### config.mk
export PLATFORM = sky130hd
export DESIGN_NAME = tcp_top
export DESIGN_NICKNAME = d
export VERILOG_FILES = /design/src/tcp_pkg.sv /design/src/tcp_count_if.sv /design/src/tcp_top.sv /design/src/tcp_sync.sv /design/src/tcp_count.sv
export VERILOG_INCLUDE_DIRS = /design/src
export SDC_FILE = /design/constraint.sdc
export NUM_CORES = 1
export LEC_CHECK = 0
export ABC_AREA = 1
export BUFFER_PORTS_ARGS = -buffer_cell sky130_fd_sc_hd__buf_2
export CAP_MARGIN = 10
export CORE_MARGIN = 2
export CORE_UTILIZATION = 50
export CTS_CLUSTER_DIAMETER = 120
export DETAILED_ROUTE_END_ITERATION = 8
export GPL_ROUTABILITY_DRIVEN = 1
export PLACE_DENSITY_LB_ADDON = 0.15
export SYNTH_ARGS = -nofsm -noshare
export SYNTH_HDL_FRONTEND = slang
export SYNTH_HIERARCHICAL = 1
export SYNTH_SLANG_ARGS = --single-unit
### constraint.sdc
create_clock -name clock -period 6.1 [get_ports clock]
set_input_delay 0.915 -clock clock [delete_from_list [all_inputs] [get_ports clock]]
set_output_delay 0.915 -clock clock [all_outputs]
set_load 0.01 [all_outputs]
### src/tcp_map.svh
// register offsets, field positions, reset values and codes of the timer block
`ifndef TCP_MAP_SVH
`define TCP_MAP_SVH
`define TCP_OFS_CTRL 8'h00
`define TCP_OFS_PCDATA 8'h04
`define TCP_OFS_PCDIR 8'h08
`define TCP_OFS_STAT 8'h0c
`define TCP_OFS_VEC 8'h10
`define TCP_OFS_PRE 8'h14
`define TCP_OFS_CNT 8'h18
`define TCP_BIT_EN 0
`define TCP_BIT_ROLL 4
`define TCP_BIT_IRQ 5
`define TCP_FLD_CLK 2:1
`define TCP_FLD_PIN 7:6
`define TCP_RST_CTRL 8'h00
`define TCP_RST_VEC 8'h0f
`define TCP_RST_DIR 8'h00
`define TCP_RST_PINOUT 8'h00
`define TCP_RST_OEN 8'hff
`define TCP_RST_CNT 24'h000000
`define TCP_CTRL_WMASK 8'hf7
`define TCP_PRE_MAX 5'h1f
`define TCP_PIN_TIN 2
`define TCP_PIN_OUT 3
`define TCP_PIN_ACK 7
`define TCP_CLK_SYS 2'h0
`define TCP_CLK_GATE 2'h1
`define TCP_CLK_PRE 2'h2
`define TCP_CLK_DIR 2'h3
`define TCP_FN_PORT 2'h0
`define TCP_FN_SQR 2'h1
`define TCP_FN_VEC 2'h2
`define TCP_FN_AUTO 2'h3
`endif

### src/tcp_pkg.sv
// types shared by the timer block modules
package tcp_pkg;
    typedef enum logic {BUS_IDLE, BUS_ACK} tcp_bus_t;
    typedef struct packed {
        tcp_bus_t bus;
        logic [31:0] rdata;
        logic [7:0] ctrl;
        logic [7:0] latch;
        logic [7:0] dir;
        logic [7:0] vec;
        logic [23:0] preload;
        logic flag;
        logic square;
        logic tinPrev;
        logic [7:0] pinOut;
        logic [7:0] pinOeN;
        logic [7:0] vecData;
        logic vecValid;
    } tcp_state_t;
    typedef struct packed {
        logic [4:0] pre;
        logic [23:0] count;
        logic zeroHit;
    } tcp_cnt_t;
endpackage : tcp_pkg

### src/tcp_count_if.sv
// signals between the control logic and the counter core
`timescale 1ns/1ps
interface tcp_count_if;
    logic run;
    logic [1:0] clkMode;
    logic rollover;
    logic [23:0] preload;
    logic tinRise;
    logic [23:0] count;
    logic zeroHit;
    modport ctl (output run, clkMode, rollover, preload, tinRise, input count, zeroHit);
    modport core (input run, clkMode, rollover, preload, tinRise, output count, zeroHit);
endinterface : tcp_count_if

### src/tcp_top.sv
// timer control, zero-detect status and port c data path behind a wishbone slave
`timescale 1ns/1ps
`include "tcp_map.svh"
module tcp_top (
    input wire logic clock,
    input wire logic resetn,
    input wire logic ce,
    input wire logic wbCyc,
    input wire logic wbStb,
    input wire logic wbWe,
    input wire logic [7:0] wbAdr,
    input wire logic [3:0] wbSel,
    input wire logic [31:0] wbDatI,
    output logic [31:0] wbDatO,
    output logic wbAck,
    input wire logic [7:0] pcIn,
    output logic [7:0] pcOut,
    output logic [7:0] pcOeN,
    output logic [7:0] vecData,
    output logic vecValid
);

    ////////////////////////////////////////////////////////////////////////////
    // declarations

    tcp_pkg::tcp_state_t state_reg, state_next;
    logic [7:0] pinSync;
    logic [1:0] pinFn;
    logic [1:0] clkMode;
    logic run;
    logic tinRise;
    logic ackAsserted;
    logic busHit;
    logic busWrite;
    logic busRead;
    logic clearFlag;
    logic [7:0] adrWord;
    logic [7:0] portRead;
    logic [31:0] readMux;
    logic [7:0] altPins;
    tcp_count_if cntIf ();

    // pins taken from port c by the timer for a given control value
    function automatic logic [7:0] altMask(input logic [7:0] ctrl);
        logic [7:0] m;
        m = 8'h00;
        m[`TCP_PIN_OUT] = (ctrl[`TCP_FLD_PIN] != `TCP_FN_PORT);
        m[`TCP_PIN_ACK] = (ctrl[`TCP_FLD_PIN] == `TCP_FN_VEC);
        m[`TCP_PIN_TIN] = (ctrl[`TCP_FLD_CLK] != `TCP_CLK_SYS);
        return m;
    endfunction : altMask

    ////////////////////////////////////////////////////////////////////////////
    // submodules

    // every pin passes two flops before use
    tcp_sync #(
        .W(8)
    ) u_sync (
        .clock(clock),
        .resetn(resetn),
        .ce(ce),
        .d(pcIn),
        .q(pinSync)
    );

    // prescaler and counter
    tcp_count u_count (
        .clock(clock),
        .resetn(resetn),
        .ce(ce),
        .cnt(cntIf)
    );

    // controls toward the counter core
    assign cntIf.run = run;
    assign cntIf.clkMode = clkMode;
    assign cntIf.rollover = state_reg.ctrl[`TCP_BIT_ROLL];
    assign cntIf.preload = state_reg.preload;
    assign cntIf.tinRise = tinRise;

    ////////////////////////////////////////////////////////////////////////////
    // decode

    // control fields, run state and bus strobes
    always_comb begin
        pinFn = state_reg.ctrl[`TCP_FLD_PIN];
        clkMode = state_reg.ctrl[`TCP_FLD_CLK];
        run = state_reg.ctrl[`TCP_BIT_EN]
            && (clkMode != `TCP_CLK_GATE || pinSync[`TCP_PIN_TIN]);
        tinRise = pinSync[`TCP_PIN_TIN] && !state_reg.tinPrev;
        ackAsserted = !pinSync[`TCP_PIN_ACK];
        busHit = wbCyc && wbStb && state_reg.bus == tcp_pkg::BUS_IDLE;
        busWrite = busHit && wbWe;
        busRead = busHit && !wbWe;
        adrWord = {wbAdr[7:2], 2'b00};
        clearFlag = busWrite && adrWord == `TCP_OFS_STAT && wbSel[0] && wbDatI[0];
        portRead = (pinSync & ~state_reg.dir) | (state_reg.latch & state_reg.dir);
        altPins = altMask(state_reg.ctrl);
    end

    // read data selection; unmapped words read zero
    always_comb begin
        readMux = 32'h00000000;
        unique case (adrWord)
            `TCP_OFS_CTRL: readMux[7:0] = state_reg.ctrl;
            `TCP_OFS_PCDATA: readMux[7:0] = portRead;
            `TCP_OFS_PCDIR: readMux[7:0] = state_reg.dir;
            `TCP_OFS_STAT: readMux[0] = state_reg.flag;
            `TCP_OFS_VEC: readMux[7:0] = state_reg.vec;
            `TCP_OFS_PRE: readMux[23:0] = state_reg.preload;
            `TCP_OFS_CNT: readMux[23:0] = cntIf.count;
            default: readMux = 32'h00000000;
        endcase
    end

    ////////////////////////////////////////////////////////////////////////////
    // next state

    always_comb begin
        state_next = state_reg;
        state_next.tinPrev = pinSync[`TCP_PIN_TIN];

        // single-cycle answer to every request
        unique case (state_reg.bus)
            tcp_pkg::BUS_IDLE: begin
                if (busHit) begin
                    state_next.bus = tcp_pkg::BUS_ACK;
                end
            end
            tcp_pkg::BUS_ACK: begin
                state_next.bus = tcp_pkg::BUS_IDLE;
            end
        endcase
        if (busRead) begin
            state_next.rdata = readMux;
        end

        // register writes by byte lane
        if (busWrite) begin
            unique case (adrWord)
                `TCP_OFS_CTRL: begin
                    if (wbSel[0]) begin
                        state_next.ctrl = wbDatI[7:0] & `TCP_CTRL_WMASK;
                    end
                end
                `TCP_OFS_PCDATA: begin
                    if (wbSel[0]) begin
                        state_next.latch = wbDatI[7:0];
                    end
                end
                `TCP_OFS_PCDIR: begin
                    if (wbSel[0]) begin
                        state_next.dir = wbDatI[7:0];
                    end
                end
                `TCP_OFS_VEC: begin
                    if (wbSel[0]) begin
                        state_next.vec = wbDatI[7:0];
                    end
                end
                `TCP_OFS_PRE: begin
                    if (wbSel[0]) begin
                        state_next.preload[7:0] = wbDatI[7:0];
                    end
                    if (wbSel[1]) begin
                        state_next.preload[15:8] = wbDatI[15:8];
                    end
                    if (wbSel[2]) begin
                        state_next.preload[23:16] = wbDatI[23:16];
                    end
                end
                default: begin
                    state_next.rdata = state_reg.rdata;
                end
            endcase
        end

        // zero-detect flag; any clear beats a set
        if (!run || clearFlag) begin
            state_next.flag = 1'b0;
        end else if (cntIf.zeroHit) begin
            state_next.flag = 1'b1;
        end

        // square wave level, high while halted
        if (!run) begin
            state_next.square = 1'b1;
        end else if (cntIf.zeroHit) begin
            state_next.square = !state_reg.square;
        end

        // port pins: drive outputs still in port function, plus pin 3 for the square wave or a low request
        state_next.pinOut = state_reg.latch;
        state_next.pinOeN = ~(state_reg.dir & ~altPins);
        if (pinFn == `TCP_FN_SQR) begin
            state_next.pinOut[`TCP_PIN_OUT] = state_reg.square;
            state_next.pinOeN[`TCP_PIN_OUT] = 1'b0;
        end else if (pinFn[1]) begin
            state_next.pinOut[`TCP_PIN_OUT] = 1'b0;
            state_next.pinOeN[`TCP_PIN_OUT] =
                !(state_reg.ctrl[`TCP_BIT_IRQ] && state_reg.flag);
        end

        // vector answer to an acknowledge in vectored mode
        state_next.vecValid = pinFn == `TCP_FN_VEC
            && state_reg.ctrl[`TCP_BIT_IRQ] && ackAsserted;
        state_next.vecData = state_next.vecValid ? state_reg.vec : 8'h00;
    end

    ////////////////////////////////////////////////////////////////////////////
    // state register

    // port latch and preload keep their contents through reset
    always_ff @(posedge clock) begin
        if (!resetn) begin
            state_reg.bus <= tcp_pkg::BUS_IDLE;
            state_reg.rdata <= 32'h00000000;
            state_reg.ctrl <= `TCP_RST_CTRL;
            state_reg.dir <= `TCP_RST_DIR;
            state_reg.vec <= `TCP_RST_VEC;
            state_reg.flag <= 1'b0;
            state_reg.square <= 1'b1;
            state_reg.tinPrev <= 1'b0;
            state_reg.pinOut <= `TCP_RST_PINOUT;
            state_reg.pinOeN <= `TCP_RST_OEN;
            state_reg.vecData <= 8'h00;
            state_reg.vecValid <= 1'b0;
        end else if (ce) begin
            state_reg <= state_next;
        end
    end

    // outputs straight from the state register
    assign wbAck = state_reg.bus;
    assign wbDatO = state_reg.rdata;
    assign pcOut = state_reg.pinOut;
    assign pcOeN = state_reg.pinOeN;
    assign vecData = state_reg.vecData;
    assign vecValid = state_reg.vecValid;
endmodule : tcp_top

### src/tcp_sync.sv
// two-flop synchroniser for pin inputs
`timescale 1ns/1ps
module tcp_sync #(
    parameter int W = 8
) (
    input wire logic clock,
    input wire logic resetn,
    input wire logic ce,
    input wire logic [W-1:0] d,
    output logic [W-1:0] q
);
    typedef struct packed {
        logic [W-1:0] s1;
        logic [W-1:0] s2;
    } tcp_sync_t;
    tcp_sync_t state_reg, state_next;

    // first stage feeds only the second
    always_comb begin
        state_next.s1 = d;
        state_next.s2 = state_reg.s1;
    end

    // register the stages
    always_ff @(posedge clock) begin
        if (!resetn) begin
            state_reg <= '0;
        end else if (ce) begin
            state_reg <= state_next;
        end
    end

    assign q = state_reg.s2;
endmodule : tcp_sync

### src/tcp_count.sv
// prescaler and 24-bit down counter with reload or roll over
`timescale 1ns/1ps
`include "tcp_map.svh"
module tcp_count (
    input wire logic clock,
    input wire logic resetn,
    input wire logic ce,
    tcp_count_if.core cnt
);
    tcp_pkg::tcp_cnt_t state_reg, state_next;
    logic tick;
    logic stepPre;

    // prescaler and counter stepping; nothing moves while halted
    always_comb begin
        state_next = state_reg;
        state_next.zeroHit = 1'b0;
        tick = 1'b0;
        stepPre = 1'b0;
        if (cnt.run) begin
            if (cnt.clkMode == `TCP_CLK_DIR) begin
                tick = cnt.tinRise;
            end else if (cnt.clkMode == `TCP_CLK_PRE) begin
                stepPre = cnt.tinRise;
            end else begin
                stepPre = 1'b1;
            end
            if (stepPre) begin
                state_next.pre = state_reg.pre - 5'h01;
                tick = (state_reg.pre == 5'h00);
            end
            if (tick) begin
                if (state_reg.count == 24'h000000 && !cnt.rollover) begin
                    state_next.count = cnt.preload;
                end else begin
                    state_next.count = state_reg.count - 24'h000001;
                end
                state_next.zeroHit = (state_reg.count == 24'h000001);
            end
        end
    end

    // register the counter state
    always_ff @(posedge clock) begin
        if (!resetn) begin
            state_reg.pre <= `TCP_PRE_MAX;
            state_reg.count <= `TCP_RST_CNT;
            state_reg.zeroHit <= 1'b0;
        end else if (ce) begin
            state_reg <= state_next;
        end
    end

    assign cnt.count = state_reg.count;
    assign cnt.zeroHit = state_reg.zeroHit;
endmodule : tcp_count

# Word level (Yosys, flattened, before mapping)
# Cells that the tools add are included.
# classes
n_addsub	2
eq_ne	14
n_mux	38
bitwise_logic	8
reduce_logical	41
# op_table
cell	count
$mux W8	12
$mux W88	1
$mux W32	2
$mux W24	2
$pmux W7 S6	1
$pmux W16 S2	1
$and A8 B8 Y8	3
$eq A24 B1 Y1 const B	1
$logic_not A24 Y1	1
$not A8 Y8	3
$sub A24 B1 Y24 const B	1
$reduce_and A5 Y1	4
$eq A6 B3 Y1 const B	3
$mux W1	17
$logic_and A1 B1 Y1	13
$eq A6 B2 Y1 const B	2
$reduce_and A4 Y1	3
$logic_not A8 Y1	1
$or A8 B8 Y8	1
$logic_not A1 Y1	7
$pmux W1 S7	1
$eq A2 B2 Y1 const B	3
$eq A6 B1 Y1 const B	1
$reduce_and A2 Y1	3
11 further kinds	16
# word_totals
register_bits	162
input_bits	58
output_inout_bits	58
word_cells	124

# Depth between registers and ports, before layout
# Gate-level depths: netlist of the first run.
# depth
depth_word	9
mapped_depth	12
depth_no_buf	11

# Hierarchy
# The synthesis of the first run kept the hierarchy.
# modules_own_cells
module	n_inst	cells_per_inst	area_each_um2	seq_area_each_um2
tcp_top	1	593	4923.5	2482.4
tcp_count	1	403	2536.2	600.6
tcp_sync	1	101	674.4	320.3

# Worst setup path after synthesis of the first run
# OpenSTA, ideal clock, no wires.
# synth_timing
path_kind	input to register
from	in wbAdr[4]
to	reg state_reg, in the netlist cntIf.preload[10] (enable)
setup_time_ns	0.385
arrival_time_ns	2.236
required_time_ns	5.715
slack_ns	3.479
path_stages	7
n_path_buf	1
path_cell_list	inv_1 > nor2_1 > nand2_2 > nor2_4 > buf_4 > nand3_2 > nor3b_1
# synth_via
elab_chain_len	2
# synth_lines
item	line	rtl
start, declared	tcp_top.sv:11	input wire logic [7:0] wbAdr,
$eq A6 B3 Y1	tcp_top.sv:141	unique case (adrWord)
$reduce_and A5 Y1 (no line)	--	
end signal, assigned	tcp_top.sv:230	state_reg <= state_next;
end, declared	tcp_top.sv:26	tcp_pkg::tcp_state_t state_reg, state_next;
# Every way passes these cells.
# A chain may end at the register's enable or synchronous reset.

# Final worst setup path of the first run
# layout_timing
from	in wbAdr[4]
to	reg state_reg, in the netlist cntIf.preload[15] (enable)
# Same word-level chain as after synthesis.

==> results of run 1 <==
[power by group]
part / switching (mW) / internal (mW) / total (mW)
clock: 0.471 / 0.660 / 1.13
sequential: 0.0104 / 1.06 / 1.07
combinational: 0.0770 / 0.0384 / 0.115
total: 0.558 / 1.75 / 2.31
[worst max-delay path, stage by stage]
cell,delay [ns]
buf_2,0.10
inv_1,0.05
nor2_1,0.17
nand2_2,0.13
nor2_4,0.52
nand3_2,0.24
nor3b_1,0.97
[metal layers]
metal | global-route usage [%] | vias to the layer above | share of wire (%)
met1 | 31.3 | 3064 | 45
met4 | 7.37 | 0 | 2.4
met5 | 0 | - | 0
met2 | 39.4 | 211 | 47
met3 | 5.13 | 37 | 5.3
li1 | - | 3429 | -
[cells by family (layout without fill, tap and decap cells)]
group           Yosys count  count (layout)  share of synthesized area, %
fa+ha+maj                 5               5                         0.769
buf+inv                 247             258                          16.9
compound gates          170             170                          11.8
simple gates            515             515                          28.1
xor+xnor                  5               5                         0.538
other cells               1               8                        0.0461
flops                   154             154                          41.8
[stage by stage]
stage                     instances  instance area [um^2]
after floorplan                1104                  8160
after global placement         1299                  8040
after detailed placement       1299                  8040
after CTS                      1331                  8670
after global routing           1331                  8670
final                          1331                  8670
[worst max-delay path by stage]
| stage | end | slack [ns] | cells after the start |
|---|---|---|---|
| 2_1_floorplan | cntIf.preload[10] | 3.48 | 7 |
| 3_3_place_gp | cntIf.preload[8] | 2.69 | 7 |
| 3_5_place_dp | cntIf.preload[10] | 2.61 | 7 |
| 4_1_cts | cntIf.preload[13] | 3.09 | 7 |
| 5_1_grt | cntIf.preload[14] | 2.85 | 7 |
| 6_report | cntIf.preload[15] | 3.05 | 7 |
[area by class of cell]
type	count	area [um^2]	share of cell area, %
clock buffer	17	425	4.91
clock inverter	15	201	2.32
inverter	126	473	5.46
multi-input combinational	703	3380	39.0
sequential	154	3400	39.3
tap	216	270	3.12
timing repair buffer	100	510	5.89
[Yosys cell counts (all sizes together)]
cell,number
a21oi,79
a41oi,2
buf,105
clkbuf,16
clkinv,1
conb,1
dfxtp,122
edfxtp,32
ha,5
inv,125
nand2,259
nand3,80
nand3b,2
nand4,11
nor2,152
nor3,3
nor3b,2
o211ai,22
o21ai,66
o31ai,1
or2,6
xnor2,2
xor2,3
==> results.tsv, run 1 <==
metric	value	unit
place.port_buffers	96	
worstSetupPathType	input port to register	
rows	46	
clk_pin_slew	0.07	ns
avgSynthCellArea	7.41	um^2
hold_ws	0.462	ns
crit_required	6.14	ns
nets	1165	
final_cell_mix	nand2_1, nor2_1, dfxtp_1, inv_1, buf_2	
min-delay-start	vecData[2]	
die_h	132	um
fp.dieW	132	um
layout_commonest_cell	nand2_1	
hold_violations	0	
critPathCaptureType	register	
startpoint	wbAdr[4]	
clock_latency	0.43	ns
syn_inst	1097	
die_area	17300	um^2
place.gp.congestion	0.863	
critPathArrivalTime	3.10	ns
power.leakage	3.95	nW
min_period	3.05	ns
synthesis.area	8130	um^2
drive_above_1_share	17.4	%
grt_overflow	0	
cts_tree	yes	
cap_violations	0	
yosys_warnings	6	
antenna_found_initial	0	
cts.hold.buffers_added	0	
syn_to_final_growth	6.54	%
grt_use_total	23.9	%
peakVddDrop	0.000225	V
firstDrtPassIters	5	
antennaDiodeCount	0	
maxSlewViolCount	0	
place_hpwl	14200	um
ant_nets	0	
max-slew-margin-rel	23.9	%
io_pins	116	
hold_path.class	register to register	
drt_iter0_drc	589	
initial_core_util	51.2	%
skew	0.00964	ns
worst_pin_slew	1.14	ns
cts_buffers	17	
yosys.area.top_type	dfxtp_1	
cp-start-kind	input port	
outcome	complete, no violations	
clock_path_buffers	2	
synthTopCellsByArea	dfxtp_1, edfxtp_1, nand2_1, buf_4, nor2_1	
finalSetupTns	0	ns
core-area	15900	um^2
ff2ff_path_depth	9	
cts.sinks	154	
dp_slack	2.61	ns
critical_path.max_fanout	23	
cts-root-buf	clkbuf_16	
whs_path_depth	2	
p_total	2.31	mW
rsz0062_at_grt	no	
min_to	vecData[2]	
fin_ws	3.05	ns
grt_pass1_vias	6164	
h-tree-depth	4	
ys_seq_area_share	41.8	%
synth_cell_types	41	
grt_max_degree	46	
post_drt_wl_per_cell	15.2	um
vias	6741	
timing.rr.start	u_sync/q[2]	
postLayoutCoreUtil	54.6	%
clock.fmax	327	MHz
n_fill_cell	1588	
r2r_slack	3.83	ns
grt_pass1_wl	32900	um
finalSetupViolCount	0	
cts_resized	0	
r2r-end	u_count/cnt.count[19]	
drc	0	
yosys_register_bits	154	
viasPerCell	5.06	
powerDensity	267	nW/um^2
finalCritPeriodShare	50.1	%
cts_setup_buffers	0	
synth_top_area_share	30.0	%
wl	20200	um
Note: power is estimated with default switching activity, not from simulation.
==> run 2, diff against run 1 <==
- ABC_AREA: 1 -> 0
- clock period: 6.1 -> 2.7 ns (I/O delays scaled with it)
==> run 2 against run 1 <==
  * Cell count fell by 24%
  * Global-route usage rose by 0.24 points
  * Die area fell by 7.4%
  * Sequential share of layout area rose by 2.3 points
  * Count of clock-buffer cells in the layout rose by 2
  * Wire length fell by 5.9%
  * Register-to-register slack got worse by 3.6 ns
  * Synthesized area fell by 7.7%
  * Core utilization rose by 1.6 points
  * Combinational power rose by 120%
  * First-iteration DRC count fell by 23%
  * Critical endpoint is now u_count/cnt.count[20]
  * Largest power group is now sequential cells
  * Highest routed layer unchanged
==> results.tsv, run 2 <==
metric	value	unit	change
cts.sinks	154		unchanged
finalSetupTns	0	ns	unchanged
cap_violations	0		unchanged
cts-root-buf	clkbuf_16		
synth_common_cells	dfxtp_1, buf_4, nor2_1		
cts_setup_buffers	0		unchanged
drt_iter0_drc	455		-23%
worstSetupPathType	register to register		
met2_length	8620	um	-9.6%
layout_commonest_cell	dfxtp_1		
crit_required	3.08	ns	-3.06 ns
async_reset_ff_share	0	%	unchanged
firstDrtPassIters	5		unchanged
grt_overflow	0		unchanged
wl_met1	8880	um	-2.9%
ys_seq_area_share	45.3	%	+3.5 points
core-area	14600	um^2	-8.2%
place.port_buffers	96		unchanged
dpl-instance-area	7640	um^2	-4.9%
vias	5892		-13%
peakVddDrop	0.000428	V	+90%
maxSlewViolCount	0		unchanged
n_fill_cell	1290		-19%
synth.most_common_cell	dfxtp_1		
antenna_found_initial	0		unchanged
synth_top_area_share	32.5	%	+2.5 points
fp.dieW	127	um	-3.8%
wl_met3	1180	um	+11%
grt_pass1_wl	30300	um	-7.9%
power.leakage	3.28	nW	-17%
p_int	3.74	mW	+110%
yosys_register_bits	154		unchanged
postLayoutCoreUtil	56.2	%	+1.6 points
finalSetupViolCount	0		unchanged
top_layer	met4		
hold_violations	0		unchanged
cp-start-kind	register		
cts_resized	0		unchanged
ant_nets	0		unchanged
post_drt_wl_per_cell	18.8	um	+24%
final_area	8200	um^2	-5.4%
grt_pass1_vias	5729		-7.1%
die_area	16000	um^2	-7.4%
synth-main-ff-cell	dfxtp_1		
synth-edff-count	32		unchanged
skew	0.00921	ns	-0.000429 ns
h-tree-depth	4		unchanged
hold_path.class	input port to register		
yosys.area.top_type	dfxtp_1		
critical_path.max_fanout	9		-61%
die_h	127	um	-3.8%
syn_inst	789		-28%
synthTopCellsByArea	dfxtp_1, edfxtp_1, mux2i_1, buf_4, nor2_1		
clock_path_buffers	2		unchanged
multiInputGateArea	3240	um^2	-4.1%
avgSynthCellArea	9.52	um^2	+28%
critPathArrivalTime	2.87	ns	-0.23 ns
wl	19000	um	-5.9%
clk_pin_slew	0.07	ns	about the same
grt_max_degree	40		-13%
power_frac_comb	5.1	%	about the same
drive_above_1_share	20.5	%	+3.1 points
drc	0		unchanged
io_pins	116		unchanged
clock_latency	0.43	ns	about the same
viasPerCell	5.82		+15%
rsz0062_at_grt	no		
place.gp.congestion	0.864		about the same
cts_buffers	17		unchanged
hold_ws	0.148	ns	-0.314 ns
power_frac_seq	48.8	%	+2.7 points
rows	44		-4.3%
p_switching	1.15	mW	+110%
yosys_warnings	6		unchanged
clock.fmax	400	MHz	
swShare	23.6	%	-0.56 points
register_area	3400	um^2	unchanged
worst_pin_slew	0.965	ns	-0.173 ns
antennaDiodeCount	0		unchanged
powerDensity	597	nW/um^2	+120%
synthesis.area	7510	um^2	-7.7%
grt_use_total	24.1	%	+0.24 points
place_hpwl	13500	um	-4.8%
finalCritPeriodShare	92.5	%	
syn_to_final_growth	9.13	%	
outcome	complete, no violations		
critPathCaptureType	register		
initial_core_util	51.5	%	+0.27 points
final_cell_mix	dfxtp_1, buf_2, nor2_1, mux2i_1, nand2_1		
cts.hold.buffers_added	0		unchanged
cts_tree	yes		
synth_cell_types	70		+71%
pwr-share-clk	46.1	%	-2.8 points
max-slew-margin-rel	35.6	%	+12 points
min_period	2.50	ns	
nets	879		-25%
## run 2: cell count changes after synthesis, moves of 18 or more
cell      before  now
a21oi_1       72   26
nor2b_1        0   21
mux2i_1        0   67
inv_1        118   15
o211ai_1      20    2
o21ai_0       63   40
clkbuf_1      12   32
a221oi_1       0   20
nand3_1       79   15
nand2_1      243   52
nor2_1       128   78
## run 2: final cells by class
cell class	count	area share (%)
Sequential cell	154	41.5
Multi-Input combinational cell	500	39.6
Timing Repair Buffer	125	8.52
Clock buffer	19	5.28
Tap cell	184	2.81
Clock inverter	13	1.45
Inverter	18	0.824
## run 2: routing by layer
layer,global-route usage (%),up-vias
li1,-,2823
met5,0,-
met1,33.6,2840
met3,5.82,31
met4,8.47,0
met2,36.7,198
## run 2: worst paths after layout
check,from,endpoint,slack [ns],cells after the start
worst max-delay path,u_count/cnt.count[0],u_count/cnt.count[20],0.20,7
worst max register to register,u_count/cnt.count[0],u_count/cnt.count[20],0.20,7
worst min register to register,pcOeN[0],pcOeN[0],0.48,2
worst min-delay path,wbDatI[23],cntIf.preload[23],0.15,1
## run 2: through the flow
stage / setup slack [ns] / power (mW) / instances
finish: 0.202 / 4.90 / 1013
global route: 0.0435 / 5.07 / 1013
CTS: 0.283 / 4.94 / 1013
detailed placement: 0.284 / 2.69 / 981
global placement: 0.335 / 2.68 / 981
floorplan: 0.539 / 2.61 / 796
## run 2: cells by family (layout without fill, tap and decap cells)
group / count (synthesis) / count (layout) / share of synthesized area (%)
other cells: 1 / 8 / 0.0499
simple gates: 247 / 247 / 17.4
compound gates: 167 / 167 / 14.9
fa+ha+maj: 5 / 5 / 0.833
mux: 68 / 68 / 9.08
flops: 154 / 154 / 45.3
buf+inv: 142 / 175 / 11.8
xor+xnor: 5 / 5 / 0.583
## run 2: worst max-delay path, cell delays in order (launching register included)
cell and delay (ns):
dfxtp_1 0.35, inv_1 0.15, ha_1 0.25, nor3b_1 0.30
nand4_1 0.42, a31o_2 0.37, a2111oi_0 0.44, a31o_2 0.17
## run 2: power groups by stage
stage                     clock [mW]  combinational, mW  sequential (mW)
after floorplan                    0              0.175             2.44
after global placement             0              0.243             2.44
after detailed placement           0              0.248             2.44
after CTS                       2.31              0.249             2.39
after global routing            2.40              0.273             2.39
final                           2.26              0.249             2.39
==> run 3, diff against run 2 <==
- ABC_CLOCK_PERIOD_IN_PS: default -> 2700
- BUFFER_PORTS_ARGS: -buffer_cell sky130_fd_sc_hd__buf_2 -> -buffer_cell sky130_fd_sc_hd__buf_4
==> run 3 against run 2 <==
  * Cell count decreased by 0.69%
  * Sequential power about the same
  * Setup slack better by 0.022 ns
  * Global-route usage is essentially flat
  * Register-to-register slack improved by 0.02 ns
  * Maximum frequency rose by 0.87%
==> results.tsv, run 3 (synthesized netlist as in run 2, its figures left out) <==
metric	value	unit	change
outcome	complete, no violations		
clock.fmax	404	MHz	+0.87%
drive_above_1_share	20.0	%	-0.56 points
critPathArrivalTime	2.82	ns	-0.05 ns
clk_pin_slew	0.06	ns	about the same
stdcell_count	1006		-0.69%
cts_tree	yes		
cts_resized	0		unchanged
p_int	3.76	mW	+0.39%
p_total	4.91	mW	+0.24%
grt_pass1_wl	30400	um	+0.50%
place_hpwl	13100	um	-3.1%
fp.dieW	127	um	unchanged
die_area	16000	um^2	unchanged
die_h	127	um	unchanged
min-delay-start	wbDatI[16]		
cts.sinks	154		unchanged
r2r-end	u_count/cnt.count[12]		
place.gp.congestion	0.842		-2.5%
swShare	23.5	%	-0.11 points
powerDensity	584	nW/um^2	-2.2%
power_frac_comb	5.5	%	+0.4 points
pwr-share-clk	45.7	%	-0.4 points
core-area	14600	um^2	unchanged
power_frac_seq	48.8	%	about the same
hold_violations	0		unchanged
cts.hold.buffers_added	0		unchanged
grt_pass1_vias	5815		+1.5%
worst_pin_slew	0.691	ns	-0.274 ns
finalSetupTns	0	ns	unchanged
power.leakage	3.32	nW	+1.1%
clock_path_buffers	2		unchanged
syn_to_final_growth	11.8	%	
p_switching	1.15	mW	-0.22%
vias	6029		+2.3%
post_drt_wl_per_cell	18.9	um	+0.38%
dp_slack	0.195	ns	-0.0889 ns
postLayoutCoreUtil	57.6	%	+1.4 points
timing.rr.start	u_count/state_reg[25]		
grt_use_total	24.1	%	-0.040 points
whs_path_depth	1		unchanged
ant_nets	0		unchanged
antenna_found_initial	0		unchanged
grt_max_degree	41		+2.5%
critical_path.max_fanout	16		+7
initial_core_util	51.5	%	unchanged
final_cell_mix	dfxtp_1, buf_4, nor2_1, mux2i_1, nand2_1		
worstSetupPathType	register to register		
antennaDiodeCount	0		unchanged
clock_latency	0.43	ns	about the same
crit_required	3.04	ns	-0.04 ns
io_pins	116		unchanged
rows	44		unchanged
maxSlewViolCount	0		unchanged
cts_setup_buffers	0		unchanged
firstDrtPassIters	5		unchanged
hold_path.class	input port to register		
max-slew-margin-rel	53.8	%	+18 points
wl	19000	um	-0.31%
dp_cells	974		-0.71%
place.port_buffers	96		unchanged
nets	872		-0.80%
rsz0062_at_grt	no		
cts-root-buf	clkbuf_16		
peakVddDrop	0.000455	V	+6.3%
critPathCaptureType	register		
ff2ff_path_depth	8		+1
min_to	cntIf.preload[16]		
fin_ws	0.224	ns	+0.0217 ns
r2r_slack	0.22	ns	+0.02 ns
viasPerCell	5.99		+3.0%
min_period	2.48	ns	-0.0217 ns
n_fill_cell	1257		-2.6%
layout_commonest_cell	dfxtp_1		
finalSetupViolCount	0		unchanged
finalCritPeriodShare	91.7	%	-0.80 points
h-tree-depth	4		unchanged
cts_buffers	17		unchanged
drc	0		unchanged
grt_overflow	0		unchanged
cap_violations	0		unchanged
skew	0.00790	ns	-0.00132 ns
cp-start-kind	register		
drt_iter0_drc	561		+23%
-- run 3: cell types whose count changed in the layout (fill, tap and decap cells not counted), sizes merged --
cell	change
buf	-7
bufinv	-1
clkbuf	+2
clkinvlp	-2
inv	+1
-- run 3: layout make-up --
class	count	area, um^2	share of cell area (%)
clock buffer	21	472	5.62
multi-input combinational	500	3240	38.6
timing repair buffer	118	898	10.7
clock inverter	11	83.8	0.998
tap	184	230	2.74
inverter	18	67.6	0.804
sequential	154	3400	40.5
-- run 3: how the worst max path moves through the flow --
stage	start	to	slack [ns]	cells past startpoint
6_report	u_count/state_reg[25]	u_count/cnt.count[12]	0.22	8
5_1_grt	u_count/cnt.count[1]	u_count/cnt.count[20]	0.03	7
4_1_cts	u_count/state_reg[25]	u_count/cnt.count[9]	0.28	8
3_5_place_dp	wbAdr[4]	cntIf.preload[12]	0.19	5
3_3_place_gp	wbAdr[4]	cntIf.preload[12]	0.22	5
2_1_floorplan	wbAdr[7]	cntIf.preload[0]	0.54	4
-- run 3: metrics by stage --
stage | hold slack (ns) | cell area, um^2
2_1_floorplan | 0.434 | 7540
3_3_place_gp | 0.450 | 7840
3_5_place_dp | 0.454 | 7840
4_1_cts | 0.138 | 8400
5_1_grt | 0.135 | 8400
6_report | 0.155 | 8400
-- run 3: power groups by stage --
stage          sequential (mW)  combinational (mW)  clock [mW]
6_report                  2.39               0.272        2.24
5_1_grt                   2.39               0.294        2.39
4_1_cts                   2.39               0.271        2.28
3_5_place_dp              2.44               0.271           0
3_3_place_gp              2.44               0.266           0
2_1_floorplan             2.44               0.175           0
-- run 3: critical path, cell delays in order, from the launching register on --
cell	delay [ns]
dfxtp_1	0.33
inv_1	0.09
ha_1	0.15
or4b_4	0.46
a221o_1	0.51
buf_4	0.28
nor4_1	0.29
a22oi_1	0.12
a31oi_1	0.16
-- run 3: metal layers --
metal	vias to the layer above	GRT usage, %	wire length [um]
li1	2818	-	-
met1	2924	33.7	8830
met2	255	36.6	8560
met3	32	5.02	1260
met4	0	9.31	330
met5	-	0	0
